<file path="config.mk">
export PLATFORM = sky130hd
export DESIGN_NAME = pps_sequencer
export DESIGN_NICKNAME = d
export VERILOG_FILES = /design/src/rtl/pps_pkg.sv /design/src/rtl/pps_sequencer.sv
export VERILOG_INCLUDE_DIRS = /design/src /design/src/rtl
export SDC_FILE = /design/constraint.sdc
export NUM_CORES = 2
export LEC_CHECK = 0
export BUFFER_PORTS_ARGS = -buffer_cell sky130_fd_sc_hd__clkbuf_2
export CORE_AREA = 2 2 248 250
export CTS_CLUSTER_DIAMETER = 80
export DETAILED_ROUTE_END_ITERATION = 8
export DIE_AREA = 0 0 250 252
export GPL_TIMING_DRIVEN = 1
export HOLD_SLACK_MARGIN = 0.03
export PLACE_DENSITY = 0.82
export SLEW_MARGIN = 20
export SYNTH_ARGS = -nofsm -noshare
export SYNTH_HDL_FRONTEND = slang
export SYNTH_SLANG_ARGS = --single-unit
</file>
<file path="constraint.sdc">
create_clock -name clk -period 3.49 [get_ports clk]
set_input_delay 0 -clock clk [delete_from_list [all_inputs] [get_ports clk]]
set_output_delay 0 -clock clk [all_outputs]
set_load 0.03 [all_outputs]
</file>
<file path="src/rtl/pps_params.svh">
// Constants for the per-port power sequencer: timing, class codes, the broadcast bus address.
// Assumes a single clock whose rate is given below in MHz.
`ifndef PPS_PARAMS_SVH
`define PPS_PARAMS_SVH

`define PPS_CLK_MHZ        100
`define PPS_MPS_MIN_MS     6
`define PPS_MPS_WINDOW_MS  320
`define PPS_INRUSH_MS      60
`define PPS_COOL_MS        1000

`define PPS_BCAST_ADDR     7'h7f

`define PPS_AUTO_OFF       3'h0
`define PPS_AUTO_2P_15W    3'h1
`define PPS_AUTO_2P_30W    3'h2
`define PPS_AUTO_4P_30W    3'h3
`define PPS_AUTO_4P_45W    3'h4
`define PPS_AUTO_4P_60W    3'h5
`define PPS_AUTO_4P_75W    3'h6
`define PPS_AUTO_4P_90W    3'h7

`define PPS_CLASS_15W      4'h3
`define PPS_CLASS_30W      4'h4
`define PPS_CLASS_45W      4'h5
`define PPS_CLASS_60W      4'h6
`define PPS_CLASS_75W      4'h7
`define PPS_CLASS_90W      4'h8

`endif

</file>
<file path="src/rtl/pps_pkg.sv">
// Types shared by the power sequencer and its bench.
// Assumes pps_params.svh supplies the numeric constants.
package pps_pkg;

  typedef enum logic [2:0] {
    ST_IDLE,
    ST_DETECT,
    ST_CLASS,
    ST_POWER_ON,
    ST_POWERED,
    ST_COOL
  } pps_state_t;

  typedef struct packed {
    logic       det_done;
    logic       det_valid;
    logic       cls_done;
    logic       cls_valid;
    logic [3:0] req_class;
    logic       start_fault;
    logic       power_policing_threshold_fault;
    logic       current_limit_threshold_fault;
    logic       load_present;
    logic       host_wr;
    logic       host_det;
    logic       host_cls;
    logic       host_pwr_off;
    logic       pwr_allow;
  } pps_port_in_t;

  typedef struct packed {
    logic       power_en;
    logic       foldback_en;
    logic       det_req;
    logic       cls_req;
    logic       detect_enable_bit;
    logic       cls_en;
    logic       cooling;
    logic [3:0] granted_class;
  } pps_port_out_t;

  typedef struct packed {
    pps_state_t state;
    logic       detect_enable_bit;
    logic       cls_en;
    logic       pend_v;
    logic       pend_det;
    logic       pend_cls;
    logic [3:0] granted;
    logic [31:0] timer;
    logic [31:0] mps_run;
  } pps_port_st_t;

endpackage

</file>
<file path="src/rtl/pps_sequencer.sv">
// Eight-port power-sourcing sequencer: detect, classify, power, police, cool down.
// Assumes the analog front end reports results as synchronous per-port pulses and levels.
//
// Notes on behaviour
// - Power off on command, disconnect or fault.
// - After disconnect, restart detect/class if enabled.
// - Faults start cool-down; enable writes held off.
// - Cool-down end restarts cycles per enable bits.
// - Power-off command clears detect and class enables.
// - Classify requested classes type-1 through type-4.
// - Foldback at power-on; police and trip faults.
// - Keep power only with 6 ms MPS.
// - Autonomous mode runs ports without any host.
// - Select code sets one allocation for all.
// - Demote classes above the autonomous allocation.
// - Autonomous detects forever; classifies after valid detect.
// - Autonomous powers on after valid classification.
// - Run from ROM, optionally from loaded SRAM.
// - Answer broadcast address during SRAM loading.
`include "pps_params.svh"

module pps_sequencer #(
  parameter int          NPORTS      = 8,
  parameter int unsigned MPS_MIN_CYC = `PPS_MPS_MIN_MS * 1000 * `PPS_CLK_MHZ,
  parameter int unsigned MPS_WIN_CYC = `PPS_MPS_WINDOW_MS * 1000 * `PPS_CLK_MHZ,
  parameter int unsigned INRUSH_CYC  = `PPS_INRUSH_MS * 1000 * `PPS_CLK_MHZ,
  parameter int unsigned COOL_CYC    = `PPS_COOL_MS * 1000 * `PPS_CLK_MHZ
) (
  input  wire logic                            clk,
  input  wire logic                            resetn,
  input  wire logic                            ce,
  input  wire logic [2:0]                      auto_code,
  input  wire logic                            ram_en,
  input  wire logic                            sram_loading,
  input  wire logic [6:0]                      own_addr,
  input  wire logic [6:0]                      i2c_addr,
  input  wire logic                            i2c_addr_vld,
  input  wire pps_pkg::pps_port_in_t [NPORTS-1:0]  port_in,
  output pps_pkg::pps_port_out_t [NPORTS-1:0]      port_out,
  output logic                                 i2c_ack,
  output logic                                 exec_from_sram,
  output logic                                 auto_active
);

  typedef struct packed {
    pps_pkg::pps_port_st_t [NPORTS-1:0]  port;
    pps_pkg::pps_port_out_t [NPORTS-1:0] out;
    logic                               act;
    logic [2:0]                         code;
    logic                               ack;
    logic                               sram;
  } pps_top_st_t;

  pps_top_st_t st_q;
  pps_top_st_t st_d;

  localparam logic [31:0] MPS_MIN = 32'(MPS_MIN_CYC);
  localparam logic [31:0] MPS_WIN = 32'(MPS_WIN_CYC);
  localparam logic [31:0] INRUSH  = 32'(INRUSH_CYC);
  localparam logic [31:0] COOL    = 32'(COOL_CYC);

  // Highest class that the selected autonomous allocation may grant.
  function automatic logic [3:0] class_cap(input logic [2:0] code);
    case (code)
      `PPS_AUTO_2P_15W: class_cap = `PPS_CLASS_15W;
      `PPS_AUTO_2P_30W: class_cap = `PPS_CLASS_30W;
      `PPS_AUTO_4P_30W: class_cap = `PPS_CLASS_30W;
      `PPS_AUTO_4P_45W: class_cap = `PPS_CLASS_45W;
      `PPS_AUTO_4P_60W: class_cap = `PPS_CLASS_60W;
      `PPS_AUTO_4P_75W: class_cap = `PPS_CLASS_75W;
      `PPS_AUTO_4P_90W: class_cap = `PPS_CLASS_90W;
      default:          class_cap = `PPS_CLASS_90W;
    endcase
  endfunction

  always_comb begin
    logic                  autom;
    logic                  fault;
    pps_pkg::pps_port_in_t pi;
    pps_pkg::pps_port_st_t p;
    autom = 1'b0;
    fault = 1'b0;
    pi    = '0;
    p     = '0;
    st_d  = st_q;
    // The select code is sampled on every cycle with ce high; a resistor code is static in practice.
    st_d.code = auto_code;
    st_d.act  = (auto_code != `PPS_AUTO_OFF);
    autom     = (st_q.code != `PPS_AUTO_OFF);
    st_d.sram = ram_en;
    st_d.ack  = i2c_addr_vld && ((i2c_addr == own_addr) ||
                (sram_loading && (i2c_addr == `PPS_BCAST_ADDR)));
    for (int i = 0; i < NPORTS; i++) begin
      pi = port_in[i];
      p  = st_q.port[i];
      fault = 1'b0;
      // Host enable writes, ignored in autonomous mode: applied at once unless the port is cooling down.
      if (!autom && pi.host_wr) begin
        if (p.state == pps_pkg::ST_COOL) begin
          p.pend_v   = 1'b1;
          p.pend_det = pi.host_det;
          p.pend_cls = pi.host_cls;
        end else begin
          p.detect_enable_bit = pi.host_det;
          p.cls_en            = pi.host_cls;
        end
      end
      if (!autom && pi.host_pwr_off) begin
        p.detect_enable_bit = 1'b0;
        p.cls_en            = 1'b0;
        p.pend_v            = 1'b0;
        p.state             = pps_pkg::ST_IDLE;
        p.timer             = '0;
        p.mps_run           = '0;
      end else begin
        case (p.state)
          pps_pkg::ST_IDLE: begin
            p.timer   = '0;
            p.mps_run = '0;
            if (autom || p.detect_enable_bit) begin
              p.state = pps_pkg::ST_DETECT;
            end else if (p.cls_en) begin
              p.state = pps_pkg::ST_CLASS;
            end
          end
          pps_pkg::ST_DETECT: begin
            if (pi.det_done) begin
              if (pi.det_valid && (autom || p.cls_en)) begin
                p.state = pps_pkg::ST_CLASS;
              end else begin
                p.state = pps_pkg::ST_IDLE;
              end
            end
          end
          pps_pkg::ST_CLASS: begin
            if (pi.cls_done) begin
              // Requested class is kept as reported; demotion applies only in autonomous mode.
              p.granted = pi.req_class;
              if (autom && (pi.req_class > class_cap(st_q.code))) begin
                p.granted = class_cap(st_q.code);
              end
              if (pi.cls_valid && (autom || pi.pwr_allow)) begin
                p.state = pps_pkg::ST_POWER_ON;
                p.timer = '0;
              end else begin
                p.state = pps_pkg::ST_IDLE;
              end
            end
          end
          pps_pkg::ST_POWER_ON: begin
            if (pi.start_fault || pi.current_limit_threshold_fault) begin
              fault = 1'b1;
            end else if (p.timer >= INRUSH - 32'h1) begin
              p.state   = pps_pkg::ST_POWERED;
              p.timer   = '0;
              p.mps_run = '0;
            end else begin
              p.timer = p.timer + 32'h1;
            end
          end
          pps_pkg::ST_POWERED: begin
            if (pi.power_policing_threshold_fault || pi.current_limit_threshold_fault) begin
              fault = 1'b1;
            end else begin
              if (!pi.load_present) begin
                p.mps_run = '0;
              end else if (p.mps_run < MPS_MIN) begin
                p.mps_run = p.mps_run + 32'h1;
              end
              // A qualifying stretch of load current restarts the dropout window.
              if (p.mps_run >= MPS_MIN) begin
                p.timer = '0;
              end else if (p.timer >= MPS_WIN - 32'h1) begin
                p.state = pps_pkg::ST_IDLE;
                p.timer = '0;
              end else begin
                p.timer = p.timer + 32'h1;
              end
            end
          end
          pps_pkg::ST_COOL: begin
            if (p.timer >= COOL - 32'h1) begin
              p.state = pps_pkg::ST_IDLE;
              p.timer = '0;
              if (p.pend_v) begin
                p.detect_enable_bit = p.pend_det;
                p.cls_en            = p.pend_cls;
                p.pend_v            = 1'b0;
              end
            end else begin
              p.timer = p.timer + 32'h1;
            end
          end
          default: begin
            p.state = pps_pkg::ST_IDLE;
          end
        endcase
        if (fault) begin
          p.state   = pps_pkg::ST_COOL;
          p.timer   = '0;
          p.mps_run = '0;
        end
      end
      st_d.port[i] = p;
      // Outputs are decoded from the next state so that each one leaves a flip-flop.
      st_d.out[i].power_en          = (p.state == pps_pkg::ST_POWER_ON) ||
                                      (p.state == pps_pkg::ST_POWERED);
      st_d.out[i].foldback_en       = (p.state == pps_pkg::ST_POWER_ON) ||
                                      (p.state == pps_pkg::ST_POWERED);
      st_d.out[i].det_req           = (p.state == pps_pkg::ST_DETECT);
      st_d.out[i].cls_req           = (p.state == pps_pkg::ST_CLASS);
      st_d.out[i].detect_enable_bit = p.detect_enable_bit;
      st_d.out[i].cls_en            = p.cls_en;
      st_d.out[i].cooling           = (p.state == pps_pkg::ST_COOL);
      st_d.out[i].granted_class     = p.granted;
    end
  end

  always_ff @(posedge clk) begin
    if (!resetn) begin
      st_q <= '0;
    end else if (ce) begin
      st_q <= st_d;
    end
  end

  // Outputs are plain wiring from the state register.
  always_comb begin
    port_out       = st_q.out;
    i2c_ack        = st_q.ack;
    exec_from_sram = st_q.sram;
    auto_active    = st_q.act;
  end

endmodule // pps_sequencer

</file>
==> impl_metrics.ini <==
[run_status]
status = complete, no violations

[final_layout]
fillers = 4729
num_antenna_cells = 0
final_nets = 5297
syn2layout_area_growth_pct = 15.2
drive_above_1_share_pct = 11.7
final_cell_area_sq_um = 42800
layoutNonFillerInstCount = 5929

[die]
die_width_microns = 250
die_h_microns = 252
coreArea_sq_um = 60100
die_area_sq_um = 63000
start_util_pct = 61.7
io_pins = 250
num_rows = 90

[worst_setup_path]
cp-start-kind = flop
crit_required_ns = 4.05
crit_slowest_cell = dlygate4sd3_1
path_max_fanout = 11
cp.arrival_ns = 3.96
r2r_slack_ns = 0.09
timing.rr.end = port_out[33]$_SDFFE_PN0P_
r2r.worst_path.cells = 13
end_kind = flop
crit_type = flop to flop
worstPathCellList = mux2i_1 -> buf_4 -> inv_1 -> ha_1 -> nor2b_1 -> o21a_1 -> o21a_1 -> o21ai_2 -> nor2_1 -> a211oi_1 -> a21oi_1 -> nor2_1 -> dlygate4sd3_1
slowest_delay_ns = 0.54
timing.rr.start = st_q[2]$_SDFFE_PN0P_

[logic_synthesis]
seq_area_frac_synth_pct = 34.8
ys_seq_elements = 646
synthArstFlopShare_pct = 0
yosys_warnings = 0
syn_area_per_cell_sq_um = 7.67
netlist_area_sq_um = 37100
synth-edff-count = 0
synth_cell_types = 105
synth_nets = 5051
synth-main-ff-cell = dfxtp_1
netlist_instances = 4844

[detailed_routing]
drc = 0
avgRoutedWirePerCell_microns = 17.5
viasPerCell = 6.36
num_vias = 37706
postRouteAntennaNets = 0
wl_mm = 104
drt_iter0_drc = 3802
first_pass_iters = 7

[placed_design]
dp.cells = 5654
dpl_cell_area_sq_um = 38700
io_buffers = 249
place_hpwl_mm = 68.0
gp_congestion = 0.945

[job]
cap_violations = 0

[sta]
finalSetupViolations = 0
max_freq_mhz = 294
finalCritPeriodShare_pct = 97.3
relSlewSlack_pct = 36.0
whs_ns = 0.0664
hold_viol = 0
rsz0062_at_grt = true
layout_min_cycle_time_ns = 3.40
tightest_slew_ns = 0.960
finalMaxSlewViolations = 0
fin_skew_ns = 0.0281

[power_and_ir_drop]
p_leak_uw = 0.0159
ir_drop_mv = 0.345
power.density_cell_area_nw_per_um2 = 404

[clock_tree]
cts_max_level = 3
cts_tree = yes
clkSlewWorstSetupHoldPaths_ns = 0.06
clock-sinks = 646
clockBufferDepth = 3
cts_buffers = 73
clk_latency_ns = 0.62
clockRootBuffer = clkbuf_16

[min_path]
hold_class = input port to flop
min_to = port_out[9]$_SDFFE_PN0P_
hold_path_startpoint = port_in[8]
min_delay_path_depth = 5

[grt]
grt_usage_pct = 31.7
grt_overflow_total = 0
grt_pass1_wl_mm = 170
grt_max_degree = 65
antenna_found_initial = 1
grt_pass1_vias = 34651
[cell families after synthesis]
family	count (synthesis)	synth area share, %
xor gates and xnor gates	122	2.88
muxes	74	2.06
buffers and inverters	452	5.64
DFF	646	34.8
adders and majority gates	48	1.62
and+or+nand+nor	2190	30.1
AOI/OAI and AO/OA	1312	22.9
[how the worst max path moves through the flow]
stage,from,end,slack (ns),cells past startpoint
2_1_floorplan,st_q[2]$_SDFFE_PN0P_,port_out[78]$_SDFFE_PN0P_,0.48,14
3_5_place_dp,st_q[117]$_SDFFE_PN0P_,st_q[132]$_SDFFE_PN0P_,0.15,10
5_1_grt,st_q[3]$_SDFFE_PN0P_,port_out[33]$_SDFFE_PN0P_,-0.09,14
6_report,st_q[2]$_SDFFE_PN0P_,port_out[33]$_SDFFE_PN0P_,0.09,13
4_1_cts,st_q[2]$_SDFFE_PN0P_,port_out[33]$_SDFFE_PN0P_,0.03,12
3_3_place_gp,st_q[422]$_SDFFE_PN0P_,st_q[437]$_SDFFE_PN0P_,0.24,10
[layout make-up]
cell class | instances | area (sq um) | share of cell area (%)
repair buffers | 512 | 3660 | 8.56
clock buffers | 102 | 2140 | 5.01
well taps | 782 | 978 | 2.29
multi-input cells | 3746 | 22200 | 52.0
flip-flops and latches | 646 | 12900 | 30.2
clock inverters | 30 | 378 | 0.884
inverters | 111 | 428 | 1.00
[layer usage]
metal  GRT usage [%]  vias up  wire length (microns)
met1            41.5    17593                  44600
met4            14.5        2                   4360
met2            51.4     1591                  47700
met3            5.02      345                   7340
met5               0        -                     13
li1                -    18175                      -
[Yosys cell counts, types with 27 or more instances]
| cell | count | area [sq um] |
|---|---|---|
| nand3_1 | 249 | 1250 |
| and4_1 | 28 | 245 |
| xnor2_1 | 62 | 543 |
| a21o_1 | 37 | 278 |
| nand2b_1 | 40 | 250 |
| mux2i_1 | 63 | 631 |
| nor4_1 | 70 | 438 |
| nand2_1 | 537 | 2020 |
| or4_1 | 34 | 255 |
| nor2b_1 | 43 | 269 |
| nand3b_1 | 27 | 203 |
| o21a_1 | 30 | 225 |
| a211oi_1 | 50 | 375 |
| inv_1 | 111 | 417 |
| nor2_1 | 455 | 1710 |
| a31oi_1 | 110 | 688 |
| buf_4 | 90 | 676 |
| nor3_1 | 131 | 656 |
| xor2_1 | 60 | 526 |
| o21ai_1 | 83 | 415 |
| nand4_1 | 95 | 594 |
| and2_1 | 170 | 1060 |
| clkbuf_1 | 199 | 747 |
| dfxtp_1 | 646 | 12900 |
| a21oi_1 | 360 | 1800 |
| o21ai_0 | 267 | 1340 |
| o31ai_1 | 29 | 218 |
| a41oi_1 | 27 | 236 |
| ha_1 | 48 | 601 |
| and3_1 | 136 | 851 |
| or3_1 | 72 | 450 |
| o211ai_1 | 34 | 255 |
| buf_2 | 37 | 185 |
[metrics by stage]
| step | power, uW | TNS [ns] | util (%) | setup slack [ns] |
|---|---|---|---|---|
| after floorplan | 8690 | 0 | - | 0.483 |
| after global placement | 9150 | 0 | 64.4 | 0.239 |
| after detailed placement | 9180 | 0 | 64.4 | 0.155 |
| after CTS | 17300 | 0 | 70.8 | 0.0262 |
| after global routing | 17800 | -0.0947 | 71.1 | -0.0947 |
| final | 17300 | 0 | 71.1 | 0.0938 |
[sequential cells by signal (all words and copies together) (netlist names)]
register	flops
i2c_ack	1
st_q	563
auto_active	1
exec_from_sram	1
port_out	80
[power breakdown]
part	switching [uW]	internal [uW]	leakage, uW
Combinational	1090	609	0.00948
Sequential	89.7	7440	0.00521
Clock	3170	4880	0.00124
Total	4350	12900	0.0159
[layout by cell type, fill, tap and decap left out, types with 30 or more instances in the layout]
master           n
o211ai_1        34
and2_1         169
a21oi_1        360
dfxtp_1        646
o21ai_0        266
nor2b_1         42
a21o_1          37
a211oi_1        49
or3_1           72
nor3_1         129
or4_1           34
inv_1          108
o21a_1          30
ha_1            48
nand2b_1        40
xor2_1          60
nor4_1          66
and3_1         136
nand2_1        536
buf_4          124
dlygate4sd3_1  133
nand4_1         95
xnor2_1         62
clkbuf_2       247
nand3_1        249
clkbuf_16       77
o21ai_1         83
mux2i_1         63
a31oi_1        110
nor2_1         453
[timing repair]
action,4_1_cts,5_1_grt
endpoints found under the setup margin,0,75
endpoints found under the hold margin,159,0
buffers inserted,0,10
hold buffers,133,0
gates resized for setup,0,26
[critical path, delay by kind of cell, from the launching register on]
kind            cells  cell delay, ns
compound gates      5            0.92
fa+ha+maj           1            0.40
buf+inv             3            0.98
flops               1            0.46
mux                 1            0.24
simple gates        3            0.32
(Power assumes the default switching activity.)
